===== config.mk =====
export PLATFORM = sky130hd
export DESIGN_NAME = spmr_regs
export DESIGN_NICKNAME = d
export VERILOG_FILES = /design/src/hdl/spmr_pkg.sv /design/src/hdl/spmr_regs.sv
export SDC_FILE = /design/constraint.sdc
export NUM_CORES = 1
export LEC_CHECK = 0
export BUFFER_PORTS_ARGS = -buffer_cell sky130_fd_sc_hd__buf_2
export CAP_MARGIN = 20
export CORE_AREA = 2 2 69 71
export CTS_CLUSTER_SIZE = 8
export DETAILED_ROUTE_END_ITERATION = 10
export DIE_AREA = 0 0 71 73
export PLACE_DENSITY = 0.79
export SLEW_MARGIN = 40
export SYNTH_ARGS = -nofsm -noshare
export SYNTH_HDL_FRONTEND = slang
export SYNTH_SLANG_ARGS = --single-unit

===== constraint.sdc =====
create_clock -name clock -period 2.8 [get_ports clock]
set_input_delay 0.56 -clock clock [delete_from_list [all_inputs] [get_ports clock]]
set_output_delay 0.56 -clock clock [all_outputs]
set_load 0.01 [all_outputs]

===== src/hdl/spmr_pkg.sv =====
// Package: offsets, field positions, reset values and carriers for the PMA settings bank
package spmr_pkg;

  // ==========================================================
  // Bus geometry
  localparam int unsigned ADDR_W = 12;
  localparam int unsigned DATA_W = 8;

  // ==========================================================
  // Register offsets
  localparam logic [11:0] OFF_ARB = 12'h000;
  localparam logic [11:0] OFF_CAL = 12'h100;
  localparam logic [11:0] OFF_POST1 = 12'h105;
  localparam logic [11:0] OFF_POST2 = 12'h106;
  localparam logic [11:0] OFF_PRE1 = 12'h107;
  localparam logic [11:0] OFF_PRE2 = 12'h108;
  localparam logic [11:0] OFF_SWING = 12'h109;
  localparam logic [11:0] OFF_LB5 = 12'h11D;
  localparam logic [11:0] OFF_LB43 = 12'h132;
  localparam logic [11:0] OFF_LB2 = 12'h137;
  localparam logic [11:0] OFF_LB1 = 12'h13C;
  localparam logic [11:0] OFF_LB0 = 12'h142;
  localparam logic [11:0] OFF_BWSRC = 12'h166;

  // ==========================================================
  // Writable bit masks per address
  localparam logic [7:0] MASK_ARB = 8'h01;
  localparam logic [7:0] MASK_CAL = 8'h0B;
  localparam logic [7:0] MASK_POST1 = 8'h5F;
  localparam logic [7:0] MASK_POST2 = 8'h2F;
  localparam logic [7:0] MASK_PRE1 = 8'h3F;
  localparam logic [7:0] MASK_PRE2 = 8'h17;
  localparam logic [7:0] MASK_SWING = 8'h3F;
  localparam logic [7:0] MASK_LB5 = 8'h01;
  localparam logic [7:0] MASK_LB43 = 8'h30;
  localparam logic [7:0] MASK_LB2 = 8'h80;
  localparam logic [7:0] MASK_LB1 = 8'h80;
  localparam logic [7:0] MASK_LB0 = 8'h10;
  localparam logic [7:0] MASK_BWSRC = 8'h80;

  // ==========================================================
  // Field positions
  localparam int unsigned ARB_BIT = 0;
  localparam int unsigned DONE_BIT = 1;
  localparam int unsigned RXCAL_BIT = 0;
  localparam int unsigned TXCAL_BIT = 1;
  localparam int unsigned PREP_BIT = 3;
  localparam int unsigned POST1_SIGN_BIT = 6;
  localparam int unsigned POST2_SIGN_BIT = 5;
  localparam int unsigned PRE1_SIGN_BIT = 5;
  localparam int unsigned PRE2_SIGN_BIT = 4;
  localparam int unsigned COMP_BIT = 5;
  localparam int unsigned LB5_BIT = 0;
  localparam int unsigned LB43_LSB = 4;
  localparam int unsigned LB2_BIT = 7;
  localparam int unsigned LB1_BIT = 7;
  localparam int unsigned LB0_BIT = 4;
  localparam int unsigned BWSRC_BIT = 7;

  // ==========================================================
  // Reset value and loopback codes
  localparam logic [7:0] RESET_VAL = 8'h00;
  localparam logic [5:0] LB_OFF = 6'h00;
  localparam logic [5:0] LB_DIAG = 6'h25;
  localparam logic [5:0] LB_POST = 6'h0A;

  // ==========================================================
  // Carriers
  typedef struct packed {
    logic [4:0] post1_mag;
    logic post1_neg;
    logic [3:0] post2_mag;
    logic post2_neg;
    logic [4:0] pre1_mag;
    logic pre1_neg;
    logic [2:0] pre2_mag;
    logic pre2_neg;
    logic [4:0] swing;
    logic hs_comp;
  } spmr_tx_s;

  typedef struct packed {
    logic user_owns_bus;
    logic engine_owns_bus;
    logic rx_cal_en;
    logic tx_cal_en;
    logic reconfig_req;
    logic bw_from_default;
  } spmr_cal_s;

  typedef struct packed {
    logic [5:0] sel;
    logic diag_rev;
    logic post_rev;
  } spmr_lb_s;

endpackage : spmr_pkg


===== src/hdl/spmr_regs.sv =====
// Per-channel PMA settings register bank
`timescale 1ns/1ps
// ==========================================================
module spmr_regs
  import spmr_pkg::*;
(
  // Clock and reset
  input wire logic clock,
  input wire logic reset,
  // Register port
  input wire logic [ADDR_W-1:0] reg_addr,
  input wire logic [DATA_W-1:0] reg_wdata,
  input wire logic reg_write,
  input wire logic reg_read,
  output logic [DATA_W-1:0] reg_rdata,
  // Calibration engine status
  input wire logic cal_busy,
  // Analogue controls
  output spmr_tx_s tx_ctrl,
  output spmr_cal_s cal_ctrl,
  output spmr_lb_s lb_ctrl
);

  // ==========================================================
  // Storage, one byte per mapped address
  logic [7:0] arb_q, cal_q, post1_q, post2_q, pre1_q, pre2_q, swing_q;
  logic [7:0] lb5_q, lb43_q, lb2_q, lb1_q, lb0_q, bwsrc_q;
  logic [7:0] rdata_q;

  // ==========================================================
  // Elaboration checks
  // Field positions assume byte-wide data and twelve-bit offsets;
  // another geometry would need a new map, not just new widths
  if (DATA_W != 8 || ADDR_W != 12) begin : g_geom_check
    $error("register bank needs byte data and twelve-bit addresses");
  end

  // Merge written data into writable bits only; other bits stay zero
  function automatic logic [7:0] merge(input logic [7:0] old_v, input logic [7:0] wd,
                                       input logic hit, input logic [7:0] mask);
    merge = hit ? (wd & mask) : old_v;
  endfunction : merge

  // ==========================================================
  // Address decode
  wire logic hit_arb = reg_write && (reg_addr == OFF_ARB);
  wire logic hit_cal = reg_write && (reg_addr == OFF_CAL);
  wire logic hit_post1 = reg_write && (reg_addr == OFF_POST1);
  wire logic hit_post2 = reg_write && (reg_addr == OFF_POST2);
  wire logic hit_pre1 = reg_write && (reg_addr == OFF_PRE1);
  wire logic hit_pre2 = reg_write && (reg_addr == OFF_PRE2);
  wire logic hit_swing = reg_write && (reg_addr == OFF_SWING);
  wire logic hit_lb5 = reg_write && (reg_addr == OFF_LB5);
  wire logic hit_lb43 = reg_write && (reg_addr == OFF_LB43);
  wire logic hit_lb2 = reg_write && (reg_addr == OFF_LB2);
  wire logic hit_lb1 = reg_write && (reg_addr == OFF_LB1);
  wire logic hit_lb0 = reg_write && (reg_addr == OFF_LB0);
  wire logic hit_bwsrc = reg_write && (reg_addr == OFF_BWSRC);

  // ==========================================================
  // Register writes
  // Masked field update
  always_ff @(posedge clock) begin
    if (reset) begin
      arb_q <= RESET_VAL;
      cal_q <= RESET_VAL;
      post1_q <= RESET_VAL;
      post2_q <= RESET_VAL;
      pre1_q <= RESET_VAL;
      pre2_q <= RESET_VAL;
      swing_q <= RESET_VAL;
      lb5_q <= RESET_VAL;
      lb43_q <= RESET_VAL;
      lb2_q <= RESET_VAL;
      lb1_q <= RESET_VAL;
      lb0_q <= RESET_VAL;
      bwsrc_q <= RESET_VAL;
    end else begin
      arb_q <= merge(arb_q, reg_wdata, hit_arb, MASK_ARB);
      cal_q <= merge(cal_q, reg_wdata, hit_cal, MASK_CAL);
      post1_q <= merge(post1_q, reg_wdata, hit_post1, MASK_POST1);
      post2_q <= merge(post2_q, reg_wdata, hit_post2, MASK_POST2);
      pre1_q <= merge(pre1_q, reg_wdata, hit_pre1, MASK_PRE1);
      pre2_q <= merge(pre2_q, reg_wdata, hit_pre2, MASK_PRE2);
      swing_q <= merge(swing_q, reg_wdata, hit_swing, MASK_SWING);
      lb5_q <= merge(lb5_q, reg_wdata, hit_lb5, MASK_LB5);
      lb43_q <= merge(lb43_q, reg_wdata, hit_lb43, MASK_LB43);
      lb2_q <= merge(lb2_q, reg_wdata, hit_lb2, MASK_LB2);
      lb1_q <= merge(lb1_q, reg_wdata, hit_lb1, MASK_LB1);
      lb0_q <= merge(lb0_q, reg_wdata, hit_lb0, MASK_LB0);
      bwsrc_q <= merge(bwsrc_q, reg_wdata, hit_bwsrc, MASK_BWSRC);
    end
  end

  // ==========================================================
  // Read path
  // Done status is live inverse of busy, so writes to it have no effect
  wire logic cal_done = ~cal_busy;
  logic [7:0] rd_mux;
  always_comb begin
    unique case (reg_addr)
      OFF_ARB: rd_mux = {6'h00, cal_done, arb_q[ARB_BIT]};
      OFF_CAL: rd_mux = cal_q;
      OFF_POST1: rd_mux = post1_q;
      OFF_POST2: rd_mux = post2_q;
      OFF_PRE1: rd_mux = pre1_q;
      OFF_PRE2: rd_mux = pre2_q;
      OFF_SWING: rd_mux = swing_q;
      OFF_LB5: rd_mux = lb5_q;
      OFF_LB43: rd_mux = lb43_q;
      OFF_LB2: rd_mux = lb2_q;
      OFF_LB1: rd_mux = lb1_q;
      OFF_LB0: rd_mux = lb0_q;
      OFF_BWSRC: rd_mux = bwsrc_q;
      // Unmapped addresses read as zero
      default: rd_mux = 8'h00;
    endcase
  end

  // Data stand only in the cycle after the strobe
  always_ff @(posedge clock) begin
    if (reset) begin
      rdata_q <= RESET_VAL;
    end else begin
      rdata_q <= reg_read ? rd_mux : 8'h00;
    end
  end
  assign reg_rdata = rdata_q;

  // ==========================================================
  // Transmit equaliser and driver
  // First post-tap magnitude
  assign tx_ctrl.post1_mag = post1_q[4:0];
  assign tx_ctrl.post1_neg = post1_q[POST1_SIGN_BIT];
  assign tx_ctrl.post2_neg = post2_q[POST2_SIGN_BIT];
  assign tx_ctrl.pre1_neg = pre1_q[PRE1_SIGN_BIT];
  assign tx_ctrl.pre2_neg = pre2_q[PRE2_SIGN_BIT];
  assign tx_ctrl.post2_mag = post2_q[3:0];
  assign tx_ctrl.pre1_mag = pre1_q[4:0];
  assign tx_ctrl.pre2_mag = pre2_q[2:0];
  assign tx_ctrl.swing = swing_q[4:0];
  // Compensation costs power but cuts supply jitter
  assign tx_ctrl.hs_comp = swing_q[COMP_BIT];

  // ==========================================================
  // Loopback
  // Assemble selection, most significant first
  wire logic [5:0] lb_sel = {lb5_q[LB5_BIT], lb43_q[LB43_LSB+1], lb43_q[LB43_LSB],
                             lb2_q[LB2_BIT], lb1_q[LB1_BIT], lb0_q[LB0_BIT]};
  assign lb_ctrl.sel = lb_sel;
  // Diagnostic and post-recovery patterns; other codes leave both paths off
  assign lb_ctrl.diag_rev = (lb_sel == LB_DIAG);
  assign lb_ctrl.post_rev = (lb_sel == LB_POST);

  // ==========================================================
  // Calibration controls
  // Zero gives bus to user
  assign cal_ctrl.user_owns_bus = ~arb_q[ARB_BIT];
  assign cal_ctrl.engine_owns_bus = arb_q[ARB_BIT];
  assign cal_ctrl.rx_cal_en = cal_q[RXCAL_BIT];
  assign cal_ctrl.tx_cal_en = cal_q[TXCAL_BIT];
  assign cal_ctrl.reconfig_req = cal_q[PREP_BIT];
  assign cal_ctrl.bw_from_default = bwsrc_q[BWSRC_BIT];

  // ==========================================================
  // Checks
  // Each check restates a rule from the pins and the write data; the readback checks compare with stored post1_q and swing_q
  // Hold checks catch a stray decode landing on the wrong byte
  // Own address map, kept apart from the read mux so a slip there shows
  wire logic addr_mapped = (reg_addr == OFF_ARB) || (reg_addr == OFF_CAL) ||
    (reg_addr == OFF_POST1) || (reg_addr == OFF_POST2) || (reg_addr == OFF_PRE1) ||
    (reg_addr == OFF_PRE2) || (reg_addr == OFF_SWING) || (reg_addr == OFF_LB5) ||
    (reg_addr == OFF_LB43) || (reg_addr == OFF_LB2) || (reg_addr == OFF_LB1) ||
    (reg_addr == OFF_LB0) || (reg_addr == OFF_BWSRC);

  post1_write_a: assert property (@(posedge clock) disable iff (reset)
    hit_post1 |=> tx_ctrl.post1_mag == $past(reg_wdata[4:0]))
    else $error("post tap1 magnitude not written");

  sign_write_a: assert property (@(posedge clock) disable iff (reset)
    hit_post1 |=> tx_ctrl.post1_neg == $past(reg_wdata[POST1_SIGN_BIT]))
    else $error("post tap1 sign wrong");

  post2_write_a: assert property (@(posedge clock) disable iff (reset)
    hit_post2 |=> tx_ctrl.post2_mag == $past(reg_wdata[3:0]) &&
      tx_ctrl.post2_neg == $past(reg_wdata[POST2_SIGN_BIT]))
    else $error("post tap2 not written");

  pre1_write_a: assert property (@(posedge clock) disable iff (reset)
    hit_pre1 |=> tx_ctrl.pre1_mag == $past(reg_wdata[4:0]) &&
      tx_ctrl.pre1_neg == $past(reg_wdata[PRE1_SIGN_BIT]))
    else $error("pre tap1 not written");

  pre2_write_a: assert property (@(posedge clock) disable iff (reset)
    hit_pre2 |=> tx_ctrl.pre2_mag == $past(reg_wdata[2:0]) &&
      tx_ctrl.pre2_neg == $past(reg_wdata[PRE2_SIGN_BIT]))
    else $error("pre tap2 not written");

  swing_write_a: assert property (@(posedge clock) disable iff (reset)
    hit_swing |=> tx_ctrl.swing == $past(reg_wdata[4:0]) &&
      tx_ctrl.hs_comp == $past(reg_wdata[COMP_BIT]))
    else $error("swing or compensation not written");

  comp_write_a: assert property (@(posedge clock) disable iff (reset)
    hit_swing |=> tx_ctrl.hs_comp == $past(reg_wdata[COMP_BIT]))
    else $error("compensation bit not written");

  lb_exclusive_a: assert property (@(posedge clock) disable iff (reset)
    !(lb_ctrl.diag_rev && lb_ctrl.post_rev))
    else $error("loopback paths both on");

  lb_off_a: assert property (@(posedge clock) disable iff (reset)
    lb_ctrl.sel == 6'b000000 |-> !lb_ctrl.diag_rev && !lb_ctrl.post_rev)
    else $error("loopback on with zero select");

  lb_top_a: assert property (@(posedge clock) disable iff (reset)
    hit_lb5 |=> lb_ctrl.sel[5] == $past(reg_wdata[LB5_BIT]))
    else $error("loopback select bit five wrong");

  lb_mid_a: assert property (@(posedge clock) disable iff (reset)
    hit_lb43 |=> lb_ctrl.sel[4:3] == $past(reg_wdata[5:4]))
    else $error("loopback select bits four and three wrong");

  lb_bit2_a: assert property (@(posedge clock) disable iff (reset)
    hit_lb2 |=> lb_ctrl.sel[2] == $past(reg_wdata[LB2_BIT]))
    else $error("loopback select bit two wrong");

  lb_bit1_a: assert property (@(posedge clock) disable iff (reset)
    hit_lb1 |=> lb_ctrl.sel[1] == $past(reg_wdata[LB1_BIT]))
    else $error("loopback select bit one wrong");

  lb_low_a: assert property (@(posedge clock) disable iff (reset)
    hit_lb0 |=> lb_ctrl.sel[0] == $past(reg_wdata[LB0_BIT]))
    else $error("loopback select bit zero wrong");

  lb_diag_a: assert property (@(posedge clock) disable iff (reset)
    lb_ctrl.diag_rev == (lb_ctrl.sel == 6'b100101))
    else $error("diagnostic loopback decode wrong");

  lb_post_a: assert property (@(posedge clock) disable iff (reset)
    lb_ctrl.post_rev == (lb_ctrl.sel == 6'b001010))
    else $error("post recovery loopback decode wrong");

  user_owner_a: assert property (@(posedge clock) disable iff (reset)
    hit_arb && !reg_wdata[ARB_BIT] |=> cal_ctrl.user_owns_bus)
    else $error("user not granted bus");

  owner_excl_a: assert property (@(posedge clock) disable iff (reset)
    cal_ctrl.user_owns_bus != cal_ctrl.engine_owns_bus)
    else $error("bus owned by both or neither");

  bus_owner_a: assert property (@(posedge clock) disable iff (reset)
    hit_arb |=> cal_ctrl.engine_owns_bus == $past(reg_wdata[ARB_BIT]) &&
      cal_ctrl.user_owns_bus != cal_ctrl.engine_owns_bus)
    else $error("bus ownership wrong");

  done_read_a: assert property (@(posedge clock) disable iff (reset)
    reg_read && reg_addr == OFF_ARB |=> reg_rdata[DONE_BIT] == !$past(cal_busy))
    else $error("done bit not inverse of busy");

  cal_write_a: assert property (@(posedge clock) disable iff (reset)
    hit_cal |=> {cal_ctrl.reconfig_req, cal_ctrl.tx_cal_en, cal_ctrl.rx_cal_en} ==
      {$past(reg_wdata[3]), $past(reg_wdata[1:0])})
    else $error("calibration enables not written");

  txcal_write_a: assert property (@(posedge clock) disable iff (reset)
    hit_cal |=> cal_ctrl.tx_cal_en == $past(reg_wdata[TXCAL_BIT]))
    else $error("transmit calibration enable not written");

  prep_write_a: assert property (@(posedge clock) disable iff (reset)
    hit_cal |=> cal_ctrl.reconfig_req == $past(reg_wdata[PREP_BIT]))
    else $error("reconfiguration request not written");

  bw_write_a: assert property (@(posedge clock) disable iff (reset)
    hit_bwsrc |=> cal_ctrl.bw_from_default == $past(reg_wdata[BWSRC_BIT]))
    else $error("bandwidth flag not written");

  bw_hold_a: assert property (@(posedge clock) disable iff (reset)
    !hit_bwsrc |=> $stable(cal_ctrl.bw_from_default))
    else $error("bandwidth flag changed without write");

  readback_a: assert property (@(posedge clock) disable iff (reset)
    reg_read && reg_addr == OFF_POST1 |=> reg_rdata == $past(post1_q))
    else $error("readback mismatch");

  readback_swing_a: assert property (@(posedge clock) disable iff (reset)
    reg_read && reg_addr == OFF_SWING |=> reg_rdata == $past(swing_q))
    else $error("swing readback mismatch");

  rdata_idle_a: assert property (@(posedge clock) disable iff (reset)
    !reg_read |=> reg_rdata == 8'h00)
    else $error("read data not zero when idle");

  unmapped_read_a: assert property (@(posedge clock) disable iff (reset)
    reg_read && !addr_mapped |=> reg_rdata == 8'h00)
    else $error("unmapped read not zero");

  tx_hold_a: assert property (@(posedge clock) disable iff (reset)
    !(hit_post1 || hit_post2 || hit_pre1 || hit_pre2 || hit_swing) |=>
      $stable(tx_ctrl))
    else $error("transmit settings changed without write");

  cal_hold_a: assert property (@(posedge clock) disable iff (reset)
    !(hit_arb || hit_cal || hit_bwsrc) |=> $stable(cal_ctrl))
    else $error("calibration controls changed without write");

  lb_hold_a: assert property (@(posedge clock) disable iff (reset)
    !(hit_lb5 || hit_lb43 || hit_lb2 || hit_lb1 || hit_lb0) |=>
      $stable(lb_ctrl))
    else $error("loopback select changed without write");

endmodule : spmr_regs


Word level (Yosys, flattened, before mapping)
Index checks and enable logic that the tools add are counted.

cells by class
  eq/ne operators = 14
  muxes and demuxes = 1
  bitwise logic cells = 3
  reductions and logical operators = 15

operator list
  cell                   count
  $eq A12 B9 Y1 const B  12
  $pmux W8 S13           1
  $logic_and A1 B1 Y1    13
  $logic_not A12 Y1      1
  $eq A6 B4 Y1 const B   1
  $eq A6 B6 Y1 const B   1
  $not A1 Y1             3
  $reduce_or A2 Y1       1

storage, ports and cells
  bits in registers = 46
  bits of input ports = 25
  output and inout port bits = 49
  word-level logic and storage cells = 47

Depth between registers and ports, before layout
Gate-level depths: netlist of the first run.

  depth after elaboration = 2
  gate-level depth with buffers = 6
  gate-level depth less buffers = 4

Worst setup path before layout of the first run
Ideal clock, no wire load.

  path type = input-to-reg
  start = input reg_addr[9]
  end = register post1_q[3]
  setup time = 0.128 ns
  arrival time = 1.583 ns
  required time = 2.672 ns
  slack = 1.089 ns
  stages = 5
  buffers on the path = 1
  cells stage by stage = nor4b_4 -> and4_1 -> buf_4 -> mux2i_1 -> nor2_1

between the ends
  cells in the longest elaborated chain, start to end = 2

ends and longest elaborated chain
  element                 RTL line         source
  start: declaration      spmr_regs.sv:11  input wire logic [ADDR_W-1:0] reg_addr,
  $eq A12 B9 Y1           spmr_regs.sv:48  wire logic hit_post1 = reg_write && (reg_addr == OFF_POST1);
  $logic_and A1 B1 Y1     spmr_regs.sv:48
  end signal: assignment  spmr_regs.sv:81  post1_q <= merge(post1_q, reg_wdata, hit_post1, MASK_POST1);
  end: declaration        spmr_regs.sv:26  logic [7:0] arb_q, cal_q, post1_q, post2_q, pre1_q, pre2_q, swing_q;

Every way passes these cells.
A chain may end at the register's enable or synchronous reset.

Worst setup path in the final report of the first run
Ends and elaborated chain as after synthesis.

==> results.txt, run 1 <==
worst clock skew -> 0.0103 ns
Tightest Pin Transition -> 0.645 ns
WP data required -> 2.98 ns
Port Buf Inserts -> 73
post-synth cell types -> 50
antenna fix cells -> 0
fillers -> 403
Initial Util -> 50.8%
Power per Cell Area -> 441 mW/mm²
Mean Syn Cell Area -> 9.72 µm²
Max stage delay on crit path -> 0.61 ns
pin count of the biggest net entering global routing -> 39
Total Routed Length -> 5.76 mm
CP delay by family, top -> simple AND/OR/NAND/NOR gates
Synth Warn # -> 0
Pleak -> 1.38 nW
post-DP HPWL -> 4.24 mm
# DRC -> 0
mapped cell area -> 0.00230 mm²
Finish-stage setup viols -> 0
initial antenna violation count -> 0
Clock Tree Buf Depth -> 2
io pins -> 74
final number of max-transition violations -> 0
Worst Hold Class -> reg2reg
core area -> 0.00454 mm²
1st-iter DRT viols -> 147
post-cts sizing count -> 0
vias in the first global route -> 1832
post-synthesis sequential area ratio -> 40.0%
Sink Count -> 46
maximum fanout along the worst path -> 12
Post-Syn Instances -> 237
H-tree Lvls -> 2
Synth area leaders -> dfxtp_1, mux2i_1, nor2_1
clk root buf -> clkbuf_8
max frequency -> 512 MHz
clk_lat worst skew -> 0.29 ns
Die X -> 71 µm
crit start category -> input port
area delta synth->final -> 21.6%
post-synthesis register bit count -> 46
status -> finished clean
global-route wire length before repair -> 9.09 mm
Post-CTS Hold Fix Bufs -> 0
grt total ovfl -> 0
setup bufs post-CTS -> 0
Buf+Inv Stages, Crit Path -> 1
post-route cell area -> 0.00280 mm²
Post-DRT Antenna Nets -> 0
Num CTS Buffers -> 5
total vias in the final route -> 2092
row count -> 25
WS Path Type -> in2reg
EDFF count, synth -> 0
Fin. Hold Viols -> 0
Worst slew margin -> 56.8%
setup TNS -> 0 ns
gr usage total -> 22.1%
clk slew on worst S/H paths -> 0.09 ns
Die Area -> 0.00518 mm²
drt wl/cell -> 16.0 µm
Layout Nets -> 331
CP cell instances -> buf_2 > nor4b_4 > and4_1 > mux2i_1 > nor2_1
Worst EP arrival -> 2.13 ns
unrepaired setup endpoints after global routing -> false
DRT Pass-1 Iters -> 4
Post-DP Area -> 0.00269 mm²
fin crit share -> 69.8%
Die Ht -> 73 µm
min Tclk post-route -> 1.95 ns
ys async rst share -> 0%
Peak VDD IR -> 0.270 mV
post-synth net total -> 262
most used flip-flop cell after synthesis -> dfxtp_1
Util after Layout -> 61.7%
maxcap violations -> 0
vias per cell -> 5.80
share of cells above drive strength 1 -> 31.6%
CP Capture Type -> flop
global placer's final weighted congestion -> 0.902
CTS tree -> yes
slowest CP cell -> nor4b_4
Synth area leader -> dfxtp_1
Synth top area share -> 40.0%
cells by family (layout without fill, tap and decap cells):
| family | after synthesis | count (layout) | share of synthesized area [%] |
|---|---|---|---|
| mux | 43 | 43 | 18.8 |
| flops | 46 | 46 | 40.0 |
| buf+inv | 17 | 87 | 3.48 |
| simple gates | 104 | 104 | 29.7 |
| compound gates | 27 | 27 | 8.04 |
worst min-delay path: cells and delay by family (launching register included):
family / cells / cell delay [ns]
flip-flops: 1 / 0.35
multiplexers: 1 / 0.07
AND/OR/NAND/NOR: 1 / 0.07
cell usage after synthesis, drive strengths merged (3+ instances only):
| cell type | count |
|---|---|
| mux2i | 41 |
| a21oi | 9 |
| dfxtp | 46 |
| nand2b | 7 |
| nor2b | 5 |
| buf | 6 |
| inv | 3 |
| nand3 | 5 |
| nor4b | 6 |
| nand4 | 13 |
| clkbuf | 8 |
| nor2 | 39 |
| nor3 | 4 |
metal layers:
| layer | GRT usage, % | part of all wire, % | vias to the layer above |
|---|---|---|---|
| met5 | 0 | 0 | - |
| met4 | 6.50 | 1.2 | 0 |
| met3 | 3.45 | 5.2 | 6 |
| met2 | 35.1 | 47 | 77 |
| met1 | 31.3 | 47 | 998 |
| li1 | - | - | 1011 |
flip-flops by register name (all words and copies together), names as in the netlist:
register / count
post1_q: 6
post2_q: 5
bwsrc_q: 1
cal_q: 3
arb_q: 1
lb43_q: 2
lb0_q: 1
pre1_q: 6
lb2_q: 1
pre2_q: 4
swing_q: 6
reg_rdata: 8
lb1_q: 1
lb5_q: 1
per-stage QoR:
step	hold WS, ns	total power, W	std cells	worst slack (ns)
after floorplan	0.524	0.000717	237	1.09
after global placement	0.501	0.000760	353	0.598
after detailed placement	0.509	0.000760	353	0.529
after CTS	0.518	0.00124	361	0.859
after global routing	0.518	0.00127	361	0.760
final	0.524	0.00123	361	0.846
where the power goes:
part | leakage (nW) | internal (W) | switching [W]
sequential | 0.370 | 0.000653 | 0.0000000476
clock | 0.0514 | 0.000267 | 0.000222
combinational | 0.961 | 0.0000306 | 0.0000614
cells in the final DEF, fill, tap and decap left out, drive strengths merged, types with 2 or more instances in the layout:
cell type  netlist  final
o22a             2      2
nor2b            5      5
a21oi            9      9
o21ai            2      2
mux2i           41     41
dfxtp           46     46
inv              3      3
nand2            2      2
nor3             4      4
nand4           13     13
nand3b           2      2
nor4b            6      6
clkbuf           8      6
and3b            2      2
and3             2      2
mux2             2      2
o2bb2ai          2      2
nor3b            2      2
nor4             2      2
nor2            39     39
nand4bb          2      2
and4b            2      2
a22oi            2      2
a21o             2      2
nand3            5      5
buf              6     76
and4bb           2      2
nand2b           7      7
nand4b           2      2
final timing paths:
path               start            to  slack (ns)  depth (start not counted)
max          reg_addr[9]    post1_q[3]        0.85                          5
min           swing_q[1]    swing_q[1]        0.52                          2
max reg2reg   bwsrc_q[7]  reg_rdata[7]        1.50                          4
min reg2reg   swing_q[1]    swing_q[1]        0.52                          2
layout make-up:
class | instances | area, µm² | area share, %
Multi-Input combinational cell | 174 | 1300 | 46.5
Sequential cell | 46 | 921 | 32.9
Timing Repair Buffer | 76 | 388 | 13.9
Clock buffer | 6 | 72.6 | 2.59
Tap cell | 54 | 67.6 | 2.41
Clock inverter | 2 | 37.5 | 1.34
Inverter | 3 | 11.3 | 0.402
No activity file was read; power rests on OpenSTA's default activity.
==> inputs of run 2 (changes only) <==
Settings changed: CORE_AREA 2 2 69 71 to 2 2 71 73, DIE_AREA 0 0 71 73 to 0 0 73 75, PLACE_DENSITY 0.79 to 0.75.
Clock period 2.8 ns to 1.81 ns, I/O delays scaled along.
==> run 2 against run 1 <==
- routed wire length is 4.1% higher
- via count grew 2.0%
- power up 57%
- cell count rose by 3.0%
- critical path type is now reg2out
==> results.txt, run 2 (synthesis results as in run 1) <==
status -> finished clean
worst clock skew -> 0.00626 ns
Initial Util -> 49.4%
overall power -> 0.00193 W
R2R depth -> 4
max frequency -> 671 MHz
row count -> 25
final number of max-transition violations -> 0
initial antenna violation count -> 0
maxcap violations -> 0
Peak VDD IR -> 0.509 mV
grt total ovfl -> 0
total vias in the final route -> 2133
clk_lat worst skew -> 0.31 ns
Fin. Hold Viols -> 0
WS Path Type -> reg2out
setup bufs post-CTS -> 0
Post-CTS Hold Fix Bufs -> 0
Power per Cell Area -> 670 mW/mm²
global placer's final weighted congestion -> 0.825
Layout Nets -> 342
crit start category -> flop
WHS Path Cells -> 3
setup TNS -> 0 ns
Worst slew margin -> 70.8%
clk root buf -> clkbuf_8
WP data required -> 1.45 ns
gr usage total -> 22.4%
Total Routed Length -> 5.99 mm
min Tclk post-route -> 1.49 ns
Pleak -> 1.44 nW
Worst EP arrival -> 1.13 ns
maximum fanout along the worst path -> 4
Tightest Pin Transition -> 0.436 ns
vias per cell -> 5.73
worst reg2reg path endpoint -> reg_rdata[7]
Post-DRT Antenna Nets -> 0
DRT Pass-1 Iters -> 4
# DRC -> 0
reg2reg setup slack -> 0.45 ns
H-tree Lvls -> 2
Num CTS Buffers -> 5
drt wl/cell -> 16.1 µm
Hold Path Origin -> reg_wdata[6]
commonest non-fill, non-tap cells in the layout -> buf_2, dfxtp_1, mux2i_1
hold path endpoint -> post1_q[6]
worst r2r src -> bwsrc_q[7]
Clock Tree Buf Depth -> 2
io pins -> 74
vias in the first global route -> 1920
share of cells above drive strength 1 -> 34.0%
Worst Hold Class -> in2reg
1st-iter DRT viols -> 139
pin count of the biggest net entering global routing -> 39
Min Hold Slack -> 0.302 ns
Finish-stage setup viols -> 0
Die Ht -> 75 µm
most common cell after layout, fill and taps aside -> buf_2
Die X -> 73 µm
max reg flops -> 8
post-DP HPWL -> 4.39 mm
post-cts sizing count -> 0
CP Capture Type -> output pin
Sink Count -> 46
CTS tree -> yes
unrepaired setup endpoints after global routing -> false
antenna fix cells -> 0
Port Buf Inserts -> 73
Die Area -> 0.00548 mm²
clk slew on worst S/H paths -> 0.09 ns
global-route wire length before repair -> 9.40 mm
area delta synth->final -> 25.1%
fin crit share -> 82.3%
core area -> 0.00466 mm²
[run 2: cell count changes in the layout (fill, tap and decap cells not counted)]
cell / before / now
buf_4: 3 / 14
[run 2: worst max-delay path by stage]
stage	startpoint	to	slack, ns	cells after the start
6_report	lb5_q[0]	lb_ctrl[1]	0.32	3
2_1_floorplan	reg_addr[9]	post1_q[3]	0.30	5
4_1_cts	lb43_q[4]	lb_ctrl[1]	0.31	3
3_5_place_dp	reg_addr[9]	cal_q[0]	0.02	6
3_3_place_gp	reg_addr[9]	cal_q[0]	0.03	6
5_1_grt	reg_addr[9]	cal_q[0]	0.23	6
[run 2: where the power goes]
part | internal [W] | total, W | switching (W)
clock | 0.000412 | 0.000769 | 0.000357
sequential | 0.00101 | 0.00101 | 0.0000000748
combinational | 0.0000552 | 0.000152 | 0.0000970
[run 2: critical path, cell delays in order, from the launching register on]
cell     delay (ns)
dfxtp_1        0.41
inv_1          0.09
nor3_1         0.17
buf_2          0.15
[run 2: layout make-up]
| type | instances | area, µm² |
|---|---|---|
| Multi-Input combinational cell | 174 | 1300 |
| Sequential cell | 46 | 921 |
| Timing Repair Buffer | 87 | 470 |
| Fill cell | 422 | 1780 |
| Inverter | 3 | 11.3 |
| Clock inverter | 2 | 37.5 |
| Clock buffer | 6 | 72.6 |
| Tap cell | 54 | 67.6 |
[run 2: per-stage QoR]
step	cells	instance area, µm²	setup slack (ns)	util, %
2_1_floorplan	237	2300	0.297	-
3_3_place_gp	364	2770	0.0333	59.5
3_5_place_dp	364	2770	0.0160	59.5
4_1_cts	372	2880	0.311	61.9
5_1_grt	372	2880	0.234	61.9
6_report	372	2880	0.320	61.9
[run 2: per-layer routing]
layer,share of wire [%],wire length (µm),vias to the layer above,global-route usage [%]
li1,-,-,1033,-
met1,47,2800,1005,31.7
met2,45,2680,86,34.0
met3,6.9,411,9,3.08
met4,1.8,105,0,10.3
met5,0,0,-,0
==> inputs of run 3 (changes only) <==
Settings changed: ABC_AREA set to 1, CORE_AREA 2 2 71 73 to 2 2 74 76, DIE_AREA 0 0 73 75 to 0 0 76 78.
Clock period 1.81 ns to 1.5 ns, I/O delays scaled along.
==> run 3 against run 2 <==
- power grew 13%
- via count is 20% higher
- flip-flop and latch count is the same
- combinational power increased by 27%
- global-route usage rose by 1.6 points
- count of clock-buffer cells in the layout decreased by 1
- worst setup slack got worse by 0.29 ns
- cell count is 37% higher
- cell area increased by 11%
- clock power is 0.7% lower
- register-to-register slack improved by 0.14 ns
- utilization grew 1.5 points
- critical endpoint is now lb_ctrl[0]
- largest cell class unchanged
- highest routed layer unchanged
==> results.txt, run 3 <==
Pleak -> 1.45 nW
Synth Warn # -> 0
share of cells above drive strength 1 -> 35.8%
non-filler instance count after layout -> 508
Peak VDD IR -> 0.656 mV
H-tree Lvls -> 2
clk slew on worst S/H paths -> 0.09 ns
core area -> 0.00504 mm²
global placer's final weighted congestion -> 0.994
clk_lat worst skew -> 0.30 ns
Sink Count -> 46
WP data required -> 1.20 ns
grt total ovfl -> 0
Port Buf Inserts -> 73
placed cells -> 500
Post-Syn Instances -> 351
fillers -> 462
ys async rst share -> 0%
Clock Tree Buf Depth -> 2
area delta synth->final -> 22.5%
Max stage delay on crit path -> 0.41 ns
CP Capture Type -> output pin
Initial Util -> 51.7%
CP cell instances -> nand4_1 > nor3_1 > buf_2
worst clock skew -> 0.00795 ns
Register Area -> 922 µm²
Post-DRT Antenna Nets -> 0
post-synth net total -> 376
status -> finished clean
antenna fix cells -> 0
gr usage total -> 24.0%
initial antenna violation count -> 0
Synth top area share -> 35.3%
total vias in the final route -> 2561
Multi-input gate area -> 0.00138 mm²
Die Area -> 0.00593 mm²
setup bufs post-CTS -> 0
WS Path Type -> reg2out
unrepaired setup endpoints after global routing -> false
mapped cell area -> 0.00261 mm²
Worst EP arrival -> 1.17 ns
Buf+Inv Stages, Crit Path -> 1
slowest CP cell -> dfxtp_1
fin crit share -> 98.1%
final number of max-transition violations -> 0
row count -> 26
max frequency -> 680 MHz
Worst Hold Class -> in2reg
vias per cell -> 5.04
Total Routed Length -> 6.89 mm
drt wl/cell -> 13.6 µm
Post-CTS Hold Fix Bufs -> 0
min Tclk post-route -> 1.47 ns
Layout Nets -> 462
clk root buf -> clkbuf_8
commonest non-fill, non-tap cells in the layout -> buf_2, nor2_1, inv_1
post-synthesis register bit count -> 46
Tightest Pin Transition -> 0.389 ns
global-route wire length before repair -> 11.5 mm
Power per Cell Area -> 681 mW/mm²
maxcap violations -> 0
final setup margin -> 0.0288 ns
count leader, synth -> nor2_1
post-synth cell types -> 31
Num CTS Buffers -> 5
Fin. Hold Viols -> 0
Synth area leaders -> dfxtp_1, nor2_1, inv_1
post-synthesis sequential area ratio -> 35.3%
max reg flops -> 8
most used flip-flop cell after synthesis -> dfxtp_1
vias in the first global route -> 2427
Die X -> 76 µm
Finish-stage setup viols -> 0
Die Ht -> 78 µm
post-cts sizing count -> 0
# DRC -> 0
Mean Syn Cell Area -> 7.43 µm²
DRT Pass-1 Iters -> 4
pin count of the biggest net entering global routing -> 16
most common cell after layout, fill and taps aside -> buf_2
CTS tree -> yes
Synth area leader -> dfxtp_1
Post-synth top cells -> nor2_1, inv_1, dfxtp_1
EDFF count, synth -> 0
post-DP HPWL -> 5.39 mm
maximum fanout along the worst path -> 5
1st-iter DRT viols -> 139
setup slack at placement -> -0.0572 ns
io pins -> 74
CP delay by family, top -> flip-flops
crit start category -> flop
Worst slew margin -> 74.0%
-- run 3: changes by cell type after synthesis, sizes merged, moves of 5 or more --
cell    delta
mux2i     -41
nand2b     -7
nor2      +44
nor4b      -6
a211oi    +34
nand3     +18
nand2     +57
nor2b      -5
inv       +58
-- run 3: where the power goes --
| part | leakage [nW] | switching, W | internal, W | total [W] |
|---|---|---|---|---|
| logic | 1.03 | 0.000133 | 0.0000603 | 0.000193 |
| clock network | 0.0483 | 0.000435 | 0.000329 | 0.000764 |
| registers | 0.371 | 0.000000154 | 0.00122 | 0.00122 |
| total | 1.45 | 0.000568 | 0.00161 | 0.00218 |
-- run 3: layout make-up --
| type | instances | share of cell area, % |
|---|---|---|
| multi-input cells | 233 | 43.1 |
| flip-flops and latches | 46 | 28.9 |
| repair buffers | 89 | 15.2 |
| inverters | 62 | 7.36 |
| well taps | 70 | 2.74 |
| clock buffers | 5 | 2.15 |
| clock inverters | 3 | 0.588 |
-- run 3: worst register-to-register path: stages, from the launching register on --
cell and delay, ns:
dfxtp_1 0.41, nand4_1 0.16, nand4_1 0.15, nor2_1 0.06, nor2_2 0.09
-- run 3: kinds of logic (layout without fill, tap and decap cells) --
group           count (synthesis)  count (layout)  share of synthesized area [%]
buf+inv                        72             159                           11.9
simple gates                  181             181                           36.8
compound gates                 52              52                           16.0
flops                          46              46                           35.3
-- run 3: layer usage --
| metal | GRT usage [%] | share of wire (%) | vias up |
|---|---|---|---|
| met5 | 0 | 0 | - |
| met4 | 7.45 | 1.6 | 0 |
| met3 | 4.19 | 7.0 | 14 |
| met2 | 40.2 | 47 | 70 |
| met1 | 31.8 | 45 | 1161 |
| li1 | - | - | 1316 |
-- run 3: path summary, 6_finish.rpt --
check        slack [ns]        from           end  cells after the start
max                0.03    lb1_q[7]    lb_ctrl[0]                      3
min                0.27    reg_read  reg_rdata[6]                      3
max reg2reg        0.59    lb5_q[0]  reg_rdata[0]                      4
min reg2reg        0.48  post2_q[0]    post2_q[0]                      2
-- run 3: through the flow --
step	total power (W)	cell area [µm²]	TNS (ns)	hold WS [ns]	utilization [%]
floorplan	0.00135	2610	0	0.441	-
global placement	0.00144	3110	-0.0195	0.465	61.6
detailed placement	0.00144	3110	-0.380	0.471	61.6
finish	0.00218	3190	0	0.273	63.3
CTS	0.00219	3190	0	0.264	63.3
global route	0.00226	3190	0	0.272	63.3
